--- config.mk ---
export PLATFORM = sky130hd
export DESIGN_NAME = ccrb_core_config_bank
export DESIGN_NICKNAME = d
export VERILOG_FILES = /design/src/rtl/ccrb_pkg.sv /design/src/rtl/ccrb_num_decode.sv /design/src/rtl/ccrb_core_config_bank.sv
export SDC_FILE = /design/constraint.sdc
export NUM_CORES = 1
export LEC_CHECK = 0
export BUFFER_PORTS_ARGS = -buffer_cell sky130_fd_sc_hd__buf_2
export CAP_MARGIN = 0
export CORE_ASPECT_RATIO = 0.6
export CORE_MARGIN = 3
export CORE_UTILIZATION = 42
export DETAILED_ROUTE_END_ITERATION = 12
export PLACE_DENSITY = 0.81
export SETUP_SLACK_MARGIN = 0.2
export SLEW_MARGIN = 5
export SYNTH_ARGS = -nofsm -noshare
export SYNTH_HDL_FRONTEND = slang
export SYNTH_SLANG_ARGS = --single-unit
--- constraint.sdc ---
create_clock -name core_clk -period 2.82 [get_ports core_clk]
set_clock_uncertainty 0.05 [all_clocks]
set_input_delay 0.846 -clock core_clk [delete_from_list [all_inputs] [get_ports core_clk]]
set_output_delay 0.846 -clock core_clk [all_outputs]
set_load 0.02 [all_outputs]
--- src/rtl/ccrb_pkg.sv ---
// Package: constants, field positions and types of the core configuration register bank
package ccrb_pkg;

   // Register numbers as software sees them (after the half swap)
   localparam logic [9:0] CCRB_NUM_LOOP_COUNT = 10'h009;
   localparam logic [9:0] CCRB_NUM_TB_LOW = 10'h10C;
   localparam logic [9:0] CCRB_NUM_TB_HIGH = 10'h10D;
   localparam logic [9:0] CCRB_NUM_CORE_CFG = 10'h3B3;

   // Configuration fields, as LSB-0 positions of big-endian bits 6..31
   localparam int CCRB_LOAD_FULL_LINE_POS = 25;
   localparam int CCRB_LOAD_NO_ALLOC_POS = 24;
   localparam int CCRB_STORE_NO_ALLOC_POS = 23;
   localparam int CCRB_DATA_PRIO1_POS = 22;
   localparam int CCRB_INSTR_PRIO_HI_POS = 21;
   localparam int CCRB_INSTR_PRIO_LO_POS = 20;
   localparam int CCRB_USER_ATTR_EXC_POS = 17;
   localparam int CCRB_LOAD_DEBUG_POS = 16;
   localparam int CCRB_PREFETCH_CACH_POS = 11;
   localparam int CCRB_PREFETCH_NONCACH_POS = 10;
   localparam int CCRB_NC_FETCH_SIZE_POS = 9;
   localparam int CCRB_FETCH_NO_ALLOC_POS = 8;
   localparam int CCRB_CACHE_INFO_POS = 4;
   localparam int CCRB_CACHE_WAY_POS = 0;

   // Writable configuration bits; everything else reads zero
   localparam logic [31:0] CCRB_CFG_WRITE_MASK = 32'h03F30F11;

   localparam logic [31:0] CCRB_CFG_RESET = 32'h00000000;
   localparam logic [31:0] CCRB_COND_RESET = 32'h00000000;
   localparam logic [31:0] CCRB_COUNT_RESET = 32'h00000000;

   localparam int CCRB_COND_FIELDS = 8;
   localparam int CCRB_COND_FIELD_W = 4;

   typedef enum logic [2:0] {
      CCRB_OP_NONE = 3'h0,
      CCRB_OP_MOVE_TO_SPECIAL = 3'h1,
      CCRB_OP_MOVE_FROM_SPECIAL = 3'h2,
      CCRB_OP_MOVE_FROM_TB = 3'h3,
      CCRB_OP_MOVE_TO_DEVICE = 3'h4,
      CCRB_OP_MOVE_FROM_DEVICE = 3'h5,
      CCRB_OP_MOVE_TO_COND = 3'h6,
      CCRB_OP_MOVE_FROM_COND = 3'h7
   } ccrb_op_type;

   // Instruction field carries the two five-bit halves reversed
   function automatic logic [9:0] ccrb_swap_halves(input logic [9:0] fld);
      return {fld[4:0], fld[9:5]};
   endfunction

endpackage

--- src/rtl/ccrb_num_decode.sv ---
// Register number decoder: swaps the encoded halves and classifies the number
`timescale 1ns/1ps
`default_nettype none
module ccrb_num_decode
   import ccrb_pkg::*;
(
   input wire logic [9:0] reg_field,
   output logic [9:0] reg_number,
   output logic hit_loop_count,
   output logic hit_core_cfg,
   output logic hit_tb_low,
   output logic hit_tb_high
);
   always_comb begin
      reg_number = ccrb_swap_halves(reg_field); // RULE_04
      hit_loop_count = (reg_number == CCRB_NUM_LOOP_COUNT);
      hit_core_cfg = (reg_number == CCRB_NUM_CORE_CFG);
      hit_tb_low = (reg_number == CCRB_NUM_TB_LOW); // RULE_03
      hit_tb_high = (reg_number == CCRB_NUM_TB_HIGH); // RULE_03
   end
endmodule // ccrb_num_decode
`default_nettype wire

--- src/rtl/ccrb_core_config_bank.sv ---
// Core configuration register bank: configuration, condition, count and time base view
//
// Contract
// RULE_01 - 64-bit time base is seen as two 32-bit halves, low and high.
// RULE_02 - User mode may read time base halves; that path never writes.
// RULE_03 - Time-base numbers 0x10C low half, 0x10D high half, read-only.
// RULE_04 - Register number field halves are swapped; 0x188 and 0x1A8 select halves.
// RULE_05 - Device control moves are privileged for every number; software avoids absent ones.
// RULE_06 - Config bit 6 set: data loads fetch eight words into fill buffer.
// RULE_07 - Config bit 7 set: load misses are non-cachable, no allocate.
// RULE_08 - Config bit 8 set: store misses are non-cachable, no allocate.
// RULE_09 - Config bit 9 is data priority bit 1; bit 0 is dynamic.
// RULE_10 - Config bits 10:11 give instruction cache priority, 00 lowest.
// RULE_11 - Config bit 14 enables the user storage attribute exception.
// RULE_12 - Config bit 15 makes load data visible on on-chip memory interface.
// RULE_13 - Config bit 20 enables prefetch for cachable regions.
// RULE_14 - Config bit 21 enables prefetch for non-cachable regions.
// RULE_15 - Config bit 22 selects eight-word non-cachable fetches, else four.
// RULE_16 - Config bit 23 set: instruction misses fetch without line fill.
// RULE_17 - Config bit 27 selects tag versus data; bit 31 selects way.
// RULE_18 - Condition register is eight four-bit fields, field 0 at bits 0:3.
// RULE_19 - Count register uses all 32 bits for count or branch target.
// RULE_20 - Reserved configuration bits read zero and ignore writes.
`timescale 1ns/1ps
`default_nettype none
module ccrb_core_config_bank
   import ccrb_pkg::*;
(
   input wire logic core_clk,
   input wire logic rst,
   input wire logic op_valid,
   input wire ccrb_op_type op_kind,
   input wire logic user_mode,
   input wire logic [9:0] reg_field,
   input wire logic [31:0] wr_data,
   input wire logic [7:0] cond_field_mask,
   input wire logic [63:0] time_base,
   input wire logic [31:0] dcr_rd_data,
   input wire logic loop_dec,
   input wire logic data_prio_dyn,
   output logic resp_valid,
   output logic [31:0] resp_data,
   output logic resp_priv_fault,
   output logic resp_bad_number,
   output logic dcr_req,
   output logic dcr_write,
   output logic [9:0] dcr_number,
   output logic [31:0] dcr_wdata,
   output logic [31:0] core_configuration,
   output logic load_full_line,
   output logic load_no_allocate,
   output logic store_no_allocate,
   output logic [1:0] data_bus_priority,
   output logic [1:0] instr_bus_priority,
   output logic user_attr_exception_enable,
   output logic load_debug_visible,
   output logic prefetch_cachable,
   output logic prefetch_noncachable,
   output logic noncachable_fetch_size,
   output logic fetch_no_allocate,
   output logic cache_info_select,
   output logic cache_way_select,
   output logic [31:0] condition_fields,
   output logic [31:0] loop_count
);

   ////////////////////////////////////////////////////////////////////////////////
   // Decode

   logic [9:0] reg_number;
   logic hit_loop_count;
   logic hit_core_cfg;
   logic hit_tb_low;
   logic hit_tb_high;
   logic [31:0] cfg_reg;
   logic [31:0] cond_reg;
   logic [31:0] count_reg;
   logic [1:0] data_prio_reg;
   logic cfg_write;
   logic count_write;
   logic cond_write;

   ccrb_num_decode ccrb_num_decode_i ( // RULE_04
      .reg_field(reg_field),
      .reg_number(reg_number),
      .hit_loop_count(hit_loop_count),
      .hit_core_cfg(hit_core_cfg),
      .hit_tb_low(hit_tb_low),
      .hit_tb_high(hit_tb_high)
   );

   // Configuration is privileged; count is open to user mode
   assign cfg_write = op_valid && op_kind == CCRB_OP_MOVE_TO_SPECIAL && hit_core_cfg && !user_mode;
   assign count_write = op_valid && op_kind == CCRB_OP_MOVE_TO_SPECIAL && hit_loop_count;
   assign cond_write = op_valid && op_kind == CCRB_OP_MOVE_TO_COND;

   ////////////////////////////////////////////////////////////////////////////////
   // Configuration register

   always_ff @(posedge core_clk) begin
      if (rst) begin
         cfg_reg <= CCRB_CFG_RESET;
      end else if (cfg_write) begin
         cfg_reg <= wr_data & CCRB_CFG_WRITE_MASK; // RULE_20
      end
   end

   assign core_configuration = cfg_reg;
   assign load_full_line = cfg_reg[CCRB_LOAD_FULL_LINE_POS]; // RULE_06
   assign load_no_allocate = cfg_reg[CCRB_LOAD_NO_ALLOC_POS]; // RULE_07
   assign store_no_allocate = cfg_reg[CCRB_STORE_NO_ALLOC_POS]; // RULE_08
   // Big-endian bit 10 is the priority MSB
   assign instr_bus_priority = {cfg_reg[CCRB_INSTR_PRIO_HI_POS], cfg_reg[CCRB_INSTR_PRIO_LO_POS]}; // RULE_10
   assign user_attr_exception_enable = cfg_reg[CCRB_USER_ATTR_EXC_POS]; // RULE_11
   assign load_debug_visible = cfg_reg[CCRB_LOAD_DEBUG_POS]; // RULE_12
   assign prefetch_cachable = cfg_reg[CCRB_PREFETCH_CACH_POS]; // RULE_13
   assign prefetch_noncachable = cfg_reg[CCRB_PREFETCH_NONCACH_POS]; // RULE_14
   assign noncachable_fetch_size = cfg_reg[CCRB_NC_FETCH_SIZE_POS]; // RULE_15
   assign fetch_no_allocate = cfg_reg[CCRB_FETCH_NO_ALLOC_POS]; // RULE_16
   assign cache_info_select = cfg_reg[CCRB_CACHE_INFO_POS]; // RULE_17
   assign cache_way_select = cfg_reg[CCRB_CACHE_WAY_POS]; // RULE_17

   // Bit 0 tracks the data cache logic, registered so the port comes from a flop
   always_ff @(posedge core_clk) begin
      if (rst) begin
         data_prio_reg <= 2'h0;
      end else begin
         data_prio_reg <= {cfg_reg[CCRB_DATA_PRIO1_POS], data_prio_dyn}; // RULE_09
      end
   end

   assign data_bus_priority = data_prio_reg;

   ////////////////////////////////////////////////////////////////////////////////
   // Condition fields, field 0 in the most significant nibble

   genvar gi;
   generate
      for (gi = 0; gi < CCRB_COND_FIELDS; gi++) begin : g_cond
         localparam int LSB = 28 - CCRB_COND_FIELD_W * gi;
         always_ff @(posedge core_clk) begin
            if (rst) begin
               cond_reg[LSB +: CCRB_COND_FIELD_W] <= CCRB_COND_RESET[LSB +: CCRB_COND_FIELD_W];
            end else if (cond_write && cond_field_mask[gi]) begin
               cond_reg[LSB +: CCRB_COND_FIELD_W] <= wr_data[LSB +: CCRB_COND_FIELD_W]; // RULE_18
            end
         end
      end
   endgenerate

   assign condition_fields = cond_reg;

   ////////////////////////////////////////////////////////////////////////////////
   // Count register; a software write wins over a same-cycle decrement

   always_ff @(posedge core_clk) begin
      if (rst) begin
         count_reg <= CCRB_COUNT_RESET;
      end else if (count_write) begin
         count_reg <= wr_data; // RULE_19
      end else if (loop_dec) begin
         count_reg <= count_reg - 32'h00000001; // RULE_19
      end
   end

   assign loop_count = count_reg;

   ////////////////////////////////////////////////////////////////////////////////
   // Answer path: one-cycle pulse after each request

   always_ff @(posedge core_clk) begin
      if (rst) begin
         resp_valid <= 1'b0;
         resp_data <= 32'h00000000;
         resp_priv_fault <= 1'b0;
         resp_bad_number <= 1'b0;
      end else begin
         resp_valid <= op_valid && op_kind != CCRB_OP_NONE;
         resp_data <= 32'h00000000;
         resp_priv_fault <= 1'b0;
         resp_bad_number <= 1'b0;
         if (op_valid) begin
            case (op_kind)
               CCRB_OP_MOVE_FROM_TB: begin
                  // Time base read path is open to user mode and never writes
                  if (hit_tb_low) begin
                     resp_data <= time_base[31:0]; // RULE_01 RULE_02 RULE_03
                  end else if (hit_tb_high) begin
                     resp_data <= time_base[63:32]; // RULE_01 RULE_02 RULE_03
                  end else begin
                     resp_bad_number <= 1'b1;
                  end
               end
               CCRB_OP_MOVE_FROM_SPECIAL: begin
                  if (hit_loop_count) begin
                     resp_data <= count_reg;
                  end else if (hit_core_cfg) begin
                     resp_priv_fault <= user_mode;
                     resp_data <= user_mode ? 32'h00000000 : cfg_reg;
                  end else begin
                     resp_bad_number <= 1'b1;
                  end
               end
               CCRB_OP_MOVE_TO_SPECIAL: begin
                  if (hit_core_cfg) begin
                     resp_priv_fault <= user_mode;
                  end else if (!hit_loop_count) begin
                     resp_bad_number <= 1'b1;
                  end
               end
               CCRB_OP_MOVE_TO_DEVICE, CCRB_OP_MOVE_FROM_DEVICE: begin
                  resp_priv_fault <= user_mode; // RULE_05
                  if (!user_mode && op_kind == CCRB_OP_MOVE_FROM_DEVICE) begin
                     resp_data <= dcr_rd_data;
                  end
               end
               CCRB_OP_MOVE_FROM_COND: begin
                  resp_data <= cond_reg;
               end
               default: begin
               end
            endcase
         end
      end
   end

   // Device control registers live outside; forward only privileged accesses
   always_ff @(posedge core_clk) begin
      if (rst) begin
         dcr_req <= 1'b0;
         dcr_write <= 1'b0;
         dcr_number <= 10'h000;
         dcr_wdata <= 32'h00000000;
      end else begin
         dcr_req <= op_valid && !user_mode && (op_kind == CCRB_OP_MOVE_TO_DEVICE ||
                    op_kind == CCRB_OP_MOVE_FROM_DEVICE); // RULE_05
         dcr_write <= op_valid && !user_mode && op_kind == CCRB_OP_MOVE_TO_DEVICE;
         dcr_number <= reg_number;
         dcr_wdata <= wr_data;
      end
   end
endmodule // ccrb_core_config_bank
`default_nettype wire

==> results_dict.tcl, run 1 <==
set metrics [dict create \
    status "finished, final reports clean" \
    p_seq_share_pct 40.0 \
    fin_cells 1367 \
    crit_chain "buf_2 > or4b_4 > or3_1 > or2_2 > buf_12 > a211oi_1" \
    holdWs_ps 421 \
    ant_nets 0 \
    finalHoldViolCount 0 \
    cp-start-kind "input pin" \
    synthToLayoutAreaGrowth_pct 36.0 \
    sw_frac_of_total_pct 32.7 \
    clock_sinks 159 \
    fp-row-count 36 \
    drv_slew 0 \
    internal_power_mw 4.30 \
    max_freq_mhz 408 \
    ys_types 53 \
    num_vias 7343 \
    worst_pin_slew_ps 573 \
    synth_edf_count 0 \
    routed_wl_um 26000 \
    clkTransAtPathRegs_ps 70 \
    nNetsFinal 1280 \
    crit_path_end_kind "register" \
    setup_ws_ps 368 \
    core_area_um2 16400 \
    numCtsBuffers 17 \
    drive_gt1_share_pct 36.4 \
    period_needed_ps 2450 \
    synthesis.area_um2 7080 \
    clk_latency_ps 420 \
    num-fill-cells 1517 \
    cts_setup_buffers 0 \
    dp_cells 1333 \
    wl_per_cell_um 19.0 \
    drc 0 \
    drt_pass1_iterations 5 \
    critPathArrivalTime_ps 2720 \
    layout_common_cells "buf_2, dfxtp_1, a21oi_1, nor2_1, nand2_1" \
    path_class "input pin to register" \
    grt_pass1_vias 6888 \
    slowest_stage "or4b_4" \
    antenna_found_initial 2 \
    cellLeakagePower_nw 4.32 \
    async_flop_share_pct 0 \
    fp.dieH_um 107 \
    post_cts_resize_count 0 \
    yosysWarnings 0 \
    place_congestion 0.852 \
    dieArea_um2 18500 \
    p_switching_mw 2.09 \
    ys_ff_latch 159 \
    hold_path_class "register to register" \
    ys_seq_area_share_pct 45.0 \
    required_ps 3090 \
    root_buffer "clkbuf_16" \
    drt_iter0_drc 659 \
    tns_ps 0 \
    htreeDepth 4 \
    start_util_pct 43.3 \
    cp_max_fo 27 \
    clkPwrFrac_pct 37.4 \
    syn_inst 815 \
    max_slew_margin_pct 61.4 \
    portBuffers 326 \
    grt_max_degree 83 \
    dpl.hpwl_um 19400 \
    slowest_delay_ps 550 \
    grt_first_pass_wirelength_um 39200 \
    grt_overflow 0 \
    maxCapViolations 0 \
    pwr-share-comb_pct 22.6 \
    power_density_nw_per_um2 664 \
    layout_commonest_cell "buf_2" \
    grt_use_total_pct 27.0 \
    syn_avg_cell_area_um2 8.68 \
    clock_path_buffers 2 \
    die_w_um 174 \
    synthFlopType "dfxtp_1" \
    ioPinCount 345 \
    setup_viol 0 \
    cts_tree "built" \
    finalCritPeriodShare_pct 87.0 \
    ctsHoldBuffers 0 \
    via_per_inst 5.37 \
    vdd.ir_drop.worst_mv 0.334 \
    dp_slack_ps -1.95 \
    rsz0062_at_grt "false" \
]
path summary, 6_finish.rpt:
path	cells after the start	to	slack (ps)	start
max	6	loop_count[11]	370	reg_field[4]
min	2	condition_fields[19]	420	condition_fields[19]
max reg2reg	6	loop_count[29]	410	loop_count[10]
min reg2reg	2	condition_fields[19]	420	condition_fields[19]
metrics by stage:
step	utilization [%]	instance area [um^2]	power, mW
global route	58.9	9630	6.67
CTS	58.9	9620	6.41
global placement	55.2	9030	4.01
finish	58.9	9630	6.39
detailed placement	55.2	9030	4.03
floorplan	-	7170	3.44
metal layers:
layer	share of wire, %	track usage, %	vias up
li1	-	-	3470
met4	1.3	7.28	0
met3	8.6	6.46	26
met2	45	42.2	381
met1	45	37.3	3466
met5	0	0	-
sequential cells by signal (all words and copies together) (netlist names):
name,cells
dcr_write,1
dcr_req,1
resp_priv_fault,1
loop_count,32
core_configuration,14
condition_fields,32
data_bus_priority,2
resp_bad_number,1
resp_data,32
dcr_number,10
resp_valid,1
dcr_wdata,32
worst max-delay path: cells and delay by family:
family	cells	cell delay, ps
AOI/OAI and AO/OA	1	260
buffers and inverters	2	290
and+or+nand+nor	3	1320
power groups by stage:
stage               Clock (mW)  Combinational (mW)  Sequential (mW)
finish                    2.39                1.44             2.56
global route              2.52                1.57             2.58
floorplan                    0               0.724             2.71
global placement             0                1.41             2.60
detailed placement           0                1.43             2.61
CTS                       2.42                1.43             2.55
cell usage after synthesis, drive strengths merged (2+ instances only):
library cell,n,area share [%]
or2,2,0.18
nand3b,5,0.53
nand2b,3,0.27
inv,4,0.21
a211oi,27,2.9
nor2b,48,4.2
and4,2,0.25
nor2,83,4.4
or4,7,0.80
xnor2,14,1.7
nor3,14,1.1
a31oi,2,0.18
nand3,37,2.6
o22ai,32,2.8
a21oi,79,5.6
nor3b,3,0.32
a22oi,31,3.3
and3,4,0.35
or3,4,0.35
or4b,2,0.28
nand2,60,3.2
o211ai,2,0.21
dfxtp,159,45
a221oi,2,0.25
nor4,13,1.4
xor2,12,1.5
a311oi,2,0.25
clkbuf,49,2.6
or3b,2,0.25
buf,43,4.1
nand4,9,0.80
mux2i,47,6.6
nand4b,2,0.25
final cells by class:
type | count | area (um^2) | share of cell area [%]
Clock buffer | 17 | 425 | 4.42
Timing Repair Buffer | 365 | 2030 | 21.0
Tap cell | 228 | 285 | 2.96
Multi-Input combinational cell | 577 | 3520 | 36.5
Clock inverter | 15 | 171 | 1.78
Inverter | 4 | 15.0 | 0.156
Antenna cell | 2 | 5.00 | 0.0520
Sequential cell | 159 | 3180 | 33.1
cells by family (layout without fill, tap and decap cells):
family | after synthesis | count (layout) | synth area share [%]
xor gates and xnor gates | 26 | 26 | 3.22
adders and majority gates | 1 | 1 | 0.177
AOI/OAI and AO/OA | 183 | 183 | 16.2
muxes | 47 | 47 | 6.65
other | 1 | 20 | 0.0530
DFF | 159 | 159 | 45.0
and+or+nand+nor | 302 | 302 | 21.8
buffers and inverters | 96 | 401 | 6.95
No activity file was read; power rests on OpenSTA's default activity.
==> inputs of run 2 (changes only) <==
CTS_CLUSTER_SIZE = 40   (was not set)
PLACE_DENSITY = not set   (was 0.81)
PLACE_DENSITY_LB_ADDON = 0.25   (was not set)
==> run 2 against run 1 <==
  * Wire length fell by 1.0%
  * Combinational power barely moved
  * Power fell by 0.96%
  * Clock power barely moved
  * Clock-buffer cell count rose by 1
  * Critical path depth rose by 1
  * Non-clock buffer count did not move
  * Register-to-register slack barely moved
  * First-iteration DRC count fell by 21%
  * Critical endpoint is now resp_data[17]
==> results_dict.tcl, run 2 (synthesis gave the netlist of run 1 again) <==
set metrics [dict create \
    status "finished, final reports clean" \
    synthToLayoutAreaGrowth_pct 35.7 \
    via_per_inst 5.33 \
    holdWs_ps 423 \
    cellLeakagePower_nw 4.31 \
    place_congestion 0.844 \
    setup_viol 0 \
    routed_wl_um 25800 \
    layout_common_cells "buf_2, dfxtp_1, a21oi_1, nor2_1, nand2_1" \
    whs_path_depth 2 \
    post_cts_resize_count 0 \
    r2r-start "loop_count[3]" \
    dpl.hpwl_um 19300 \
    worst_pin_slew_ps 1020 \
    cts_tree "built" \
    clock_path_buffers 2 \
    postLayoutCellArea_um2 9610 \
    cp-start-kind "input pin" \
    finalHoldViolCount 0 \
    wl_per_cell_um 18.9 \
    nNetsFinal 1280 \
    drv_slew 0 \
    antenna_found_initial 1 \
    hold_path_class "register to register" \
    dp_slack_ps -50.9 \
    ioPinCount 345 \
    finalCritPeriodShare_pct 88.2 \
    layout_commonest_cell "buf_2" \
    seqCellArea_um2 3180 \
    fin_cells 1365 \
    power_density_nw_per_um2 659 \
    r2r_end "loop_count[29]" \
    period_needed_ps 2490 \
    dpl-instance-area_um2 9000 \
    cp_max_fo 32 \
    r2r_cells 5 \
    grt_first_pass_wirelength_um 38600 \
    fp.dieH_um 107 \
    clk_latency_ps 420 \
    grt_pass1_vias 6784 \
    ctsHoldBuffers 0 \
    fp-row-count 36 \
    crit_path_end_kind "register" \
    core_area_um2 16400 \
    numCtsBuffers 17 \
    final_core_util_pct 58.7 \
    clock_sinks 159 \
    path_class "input pin to register" \
    start_util_pct 43.3 \
    dp_cells 1333 \
    num_antenna_cells 0 \
    die_w_um 174 \
    drt_iter0_drc 521 \
    clkTransAtPathRegs_ps 70 \
    critPathCapture "resp_data[17]" \
    grt_max_degree 76 \
    drt_pass1_iterations 5 \
    grt_overflow 0 \
    root_buffer "clkbuf_16" \
    cts_setup_buffers 0 \
    critPathArrivalTime_ps 2780 \
    total_power_mw 6.33 \
    dieArea_um2 18500 \
    required_ps 3110 \
    max_slew_margin_pct 32.1 \
    multi_input_area_um2 3520 \
    htreeDepth 4 \
    grt_use_total_pct 26.6 \
    max_freq_mhz 402 \
    maxCapViolations 0 \
    portBuffers 326 \
    rsz0062_at_grt "false" \
    drc 0 \
    num-fill-cells 1520 \
    reg2reg_setup_slack_ps 400 \
    drive_gt1_share_pct 36.4 \
    setup_ws_ps 333 \
    setup.worst_path.start "reg_field[4]" \
    tns_ps 0 \
    ant_nets 0 \
    vdd.ir_drop.worst_mv 0.333 \
    num_vias 7276 \
]
run 2: cell count changes in the layout (fill, tap and decap cells not counted), sizes merged:
cell      before  now
clkinv         2    5
clkinvlp       2    1
inv           13   10
clkbuf        17   18
diode          2    0
run 2: layout make-up:
| type | count | area share (%) |
|---|---|---|
| clock buffer | 18 | 4.47 |
| clock inverter | 14 | 1.80 |
| inverter | 4 | 0.156 |
| multi-input combinational | 577 | 36.6 |
| sequential | 159 | 33.1 |
| tap | 228 | 2.97 |
| timing repair buffer | 365 | 20.8 |
run 2: per-layer routing:
| layer | global-route usage [%] | vias up | wire length, um |
|---|---|---|---|
| li1 | - | 3475 | - |
| met1 | 36.8 | 3427 | 11700 |
| met2 | 41.9 | 348 | 11600 |
| met3 | 6.67 | 24 | 2170 |
| met4 | 5.96 | 2 | 291 |
| met5 | 0 | - | 13 |
run 2: power breakdown:
part	total [mW]	internal (mW)	switching (mW)
Clock	2.36	1.34	1.02
Combinational	1.41	0.568	0.844
Sequential	2.55	2.38	0.176
Total	6.33	4.28	2.04
run 2: worst max-delay path, stage by stage:
cell     delay (ps)
buf_2           120
or4b_4          550
or4_2           700
buf_12          210
o22ai_1         130
a21oi_1          60
a21oi_1         140
run 2: worst min-delay path by stage:
stage	start	endpoint
after CTS	condition_fields[3]	condition_fields[3]
after global placement	condition_fields[3]	condition_fields[3]
after detailed placement	condition_fields[3]	condition_fields[3]
final	condition_fields[1]	condition_fields[1]
after global routing	condition_fields[3]	condition_fields[3]
after floorplan	condition_fields[25]	condition_fields[25]
==> inputs of run 3 (changes only) <==
CORE_AREA = 2 2 133 135   (was not set)
CORE_ASPECT_RATIO = not set   (was 0.6)
CORE_MARGIN = not set   (was 3)
CORE_UTILIZATION = not set   (was 42)
DIE_AREA = 0 0 135 137   (was not set)
==> run 3 against run 2 <==
  * Via count fell by 0.30%
  * Combinational power barely moved
  * Largest power group unchanged
  * Highest routed layer is now met4
  * Sequential cell count did not move
==> results_dict.tcl, run 3 (synthesis gave the netlist of run 1 again) <==
set metrics [dict create \
    ant_nets 0 \
    fp-row-count 48 \
    dieArea_um2 18500 \
    required_ps 3100 \
    via_per_inst 5.31 \
    critPathArrivalTime_ps 2790 \
    post_cts_resize_count 0 \
    dpl.hpwl_um 18200 \
    dp_slack_ps -85.3 \
    final_core_util_pct 56.2 \
    cts_setup_buffers 0 \
    tns_ps 0 \
    status "finished, final reports clean" \
    holdWs_ps 421 \
    finalCritPeriodShare_pct 89.2 \
    finalHoldViolCount 0 \
    setup_ws_ps 304 \
    cp-start-kind "input pin" \
    path_class "input pin to register" \
    cts_tree "built" \
    clk_latency_ps 420 \
    drt_iter0_drc 436 \
    postLayoutCellArea_um2 9590 \
    grt_overflow 0 \
    grt_max_degree 45 \
    antenna_found_initial 0 \
    drc 0 \
    max_freq_mhz 397 \
    numCtsBuffers 17 \
    clock_sinks 159 \
    place_congestion 0.829 \
    maxCapViolations 0 \
    ioPinCount 345 \
    synthToLayoutAreaGrowth_pct 35.5 \
    hold_path_class "register to register" \
    worst_pin_slew_ps 1040 \
    num_antenna_cells 0 \
    dp_cells 1334 \
    period_needed_ps 2520 \
    power_density_nw_per_um2 647 \
    total_power_mw 6.20 \
    clock_path_buffers 2 \
    portBuffers 326 \
    cellLeakagePower_nw 4.31 \
    die_w_um 135 \
    htreeDepth 4 \
    cp_max_fo 23 \
    drt_pass1_iterations 6 \
    drv_slew 0 \
    rsz0062_at_grt "false" \
    layout_commonest_cell "buf_2" \
    nNetsFinal 1284 \
    core_area_um2 17100 \
    ctsHoldBuffers 0 \
    grt_use_total_pct 25.9 \
    start_util_pct 41.5 \
    setup_viol 0 \
    layout_common_cells "buf_2, dfxtp_1, a21oi_1, nor2_1, nand2_1" \
    clkTransAtPathRegs_ps 60 \
    crit_path_end_kind "register" \
    wl_per_cell_um 18.1 \
    drive_gt1_share_pct 36.5 \
    routed_wl_um 24800 \
    grt_first_pass_wirelength_um 36900 \
    vdd.ir_drop.worst_mv 0.483 \
    fin_cells 1366 \
    fp.dieH_um 137 \
    max_slew_margin_pct 29.9 \
    grt_pass1_vias 6721 \
    root_buffer "clkbuf_16" \
    num_vias 7254 \
    dpl-instance-area_um2 9020 \
]
[run 3: final timing paths]
check,start,end,slack (ps),cells past startpoint
max,reg_field[4],loop_count[24],300,6
min,condition_fields[4],condition_fields[4],420,2
max reg2reg,loop_count[19],loop_count[29],440,5
min reg2reg,condition_fields[4],condition_fields[4],420,2
[run 3: power by group]
group	internal, mW	switching, mW
sequential	2.38	0.163
clock	1.29	0.955
combinational	0.576	0.836
total	4.25	1.95
[run 3: final cells by class]
cell class | count | area [um^2]
clock inverter | 11 | 103
tap | 225 | 282
sequential | 159 | 3180
inverter | 4 | 15.0
clock buffer | 21 | 470
timing repair buffer | 369 | 2020
multi-input combinational | 577 | 3520
fill | 1677 | 7470
[run 3: per-layer routing]
| layer | global-route usage (%) | part of all wire (%) | vias up |
|---|---|---|---|
| met3 | 6.00 | 7.8 | 41 |
| met1 | 31.7 | 42 | 3385 |
| li1 | - | - | 3478 |
| met5 | 0 | 0 | - |
| met2 | 45.0 | 48 | 350 |
| met4 | 8.51 | 2.0 | 0 |
[run 3: critical path, stage by stage]
cell and delay (ps):
buf_2 110, or4b_4 550, or3_1 440, or2_2 370, buf_4 220, a311oi_1 240
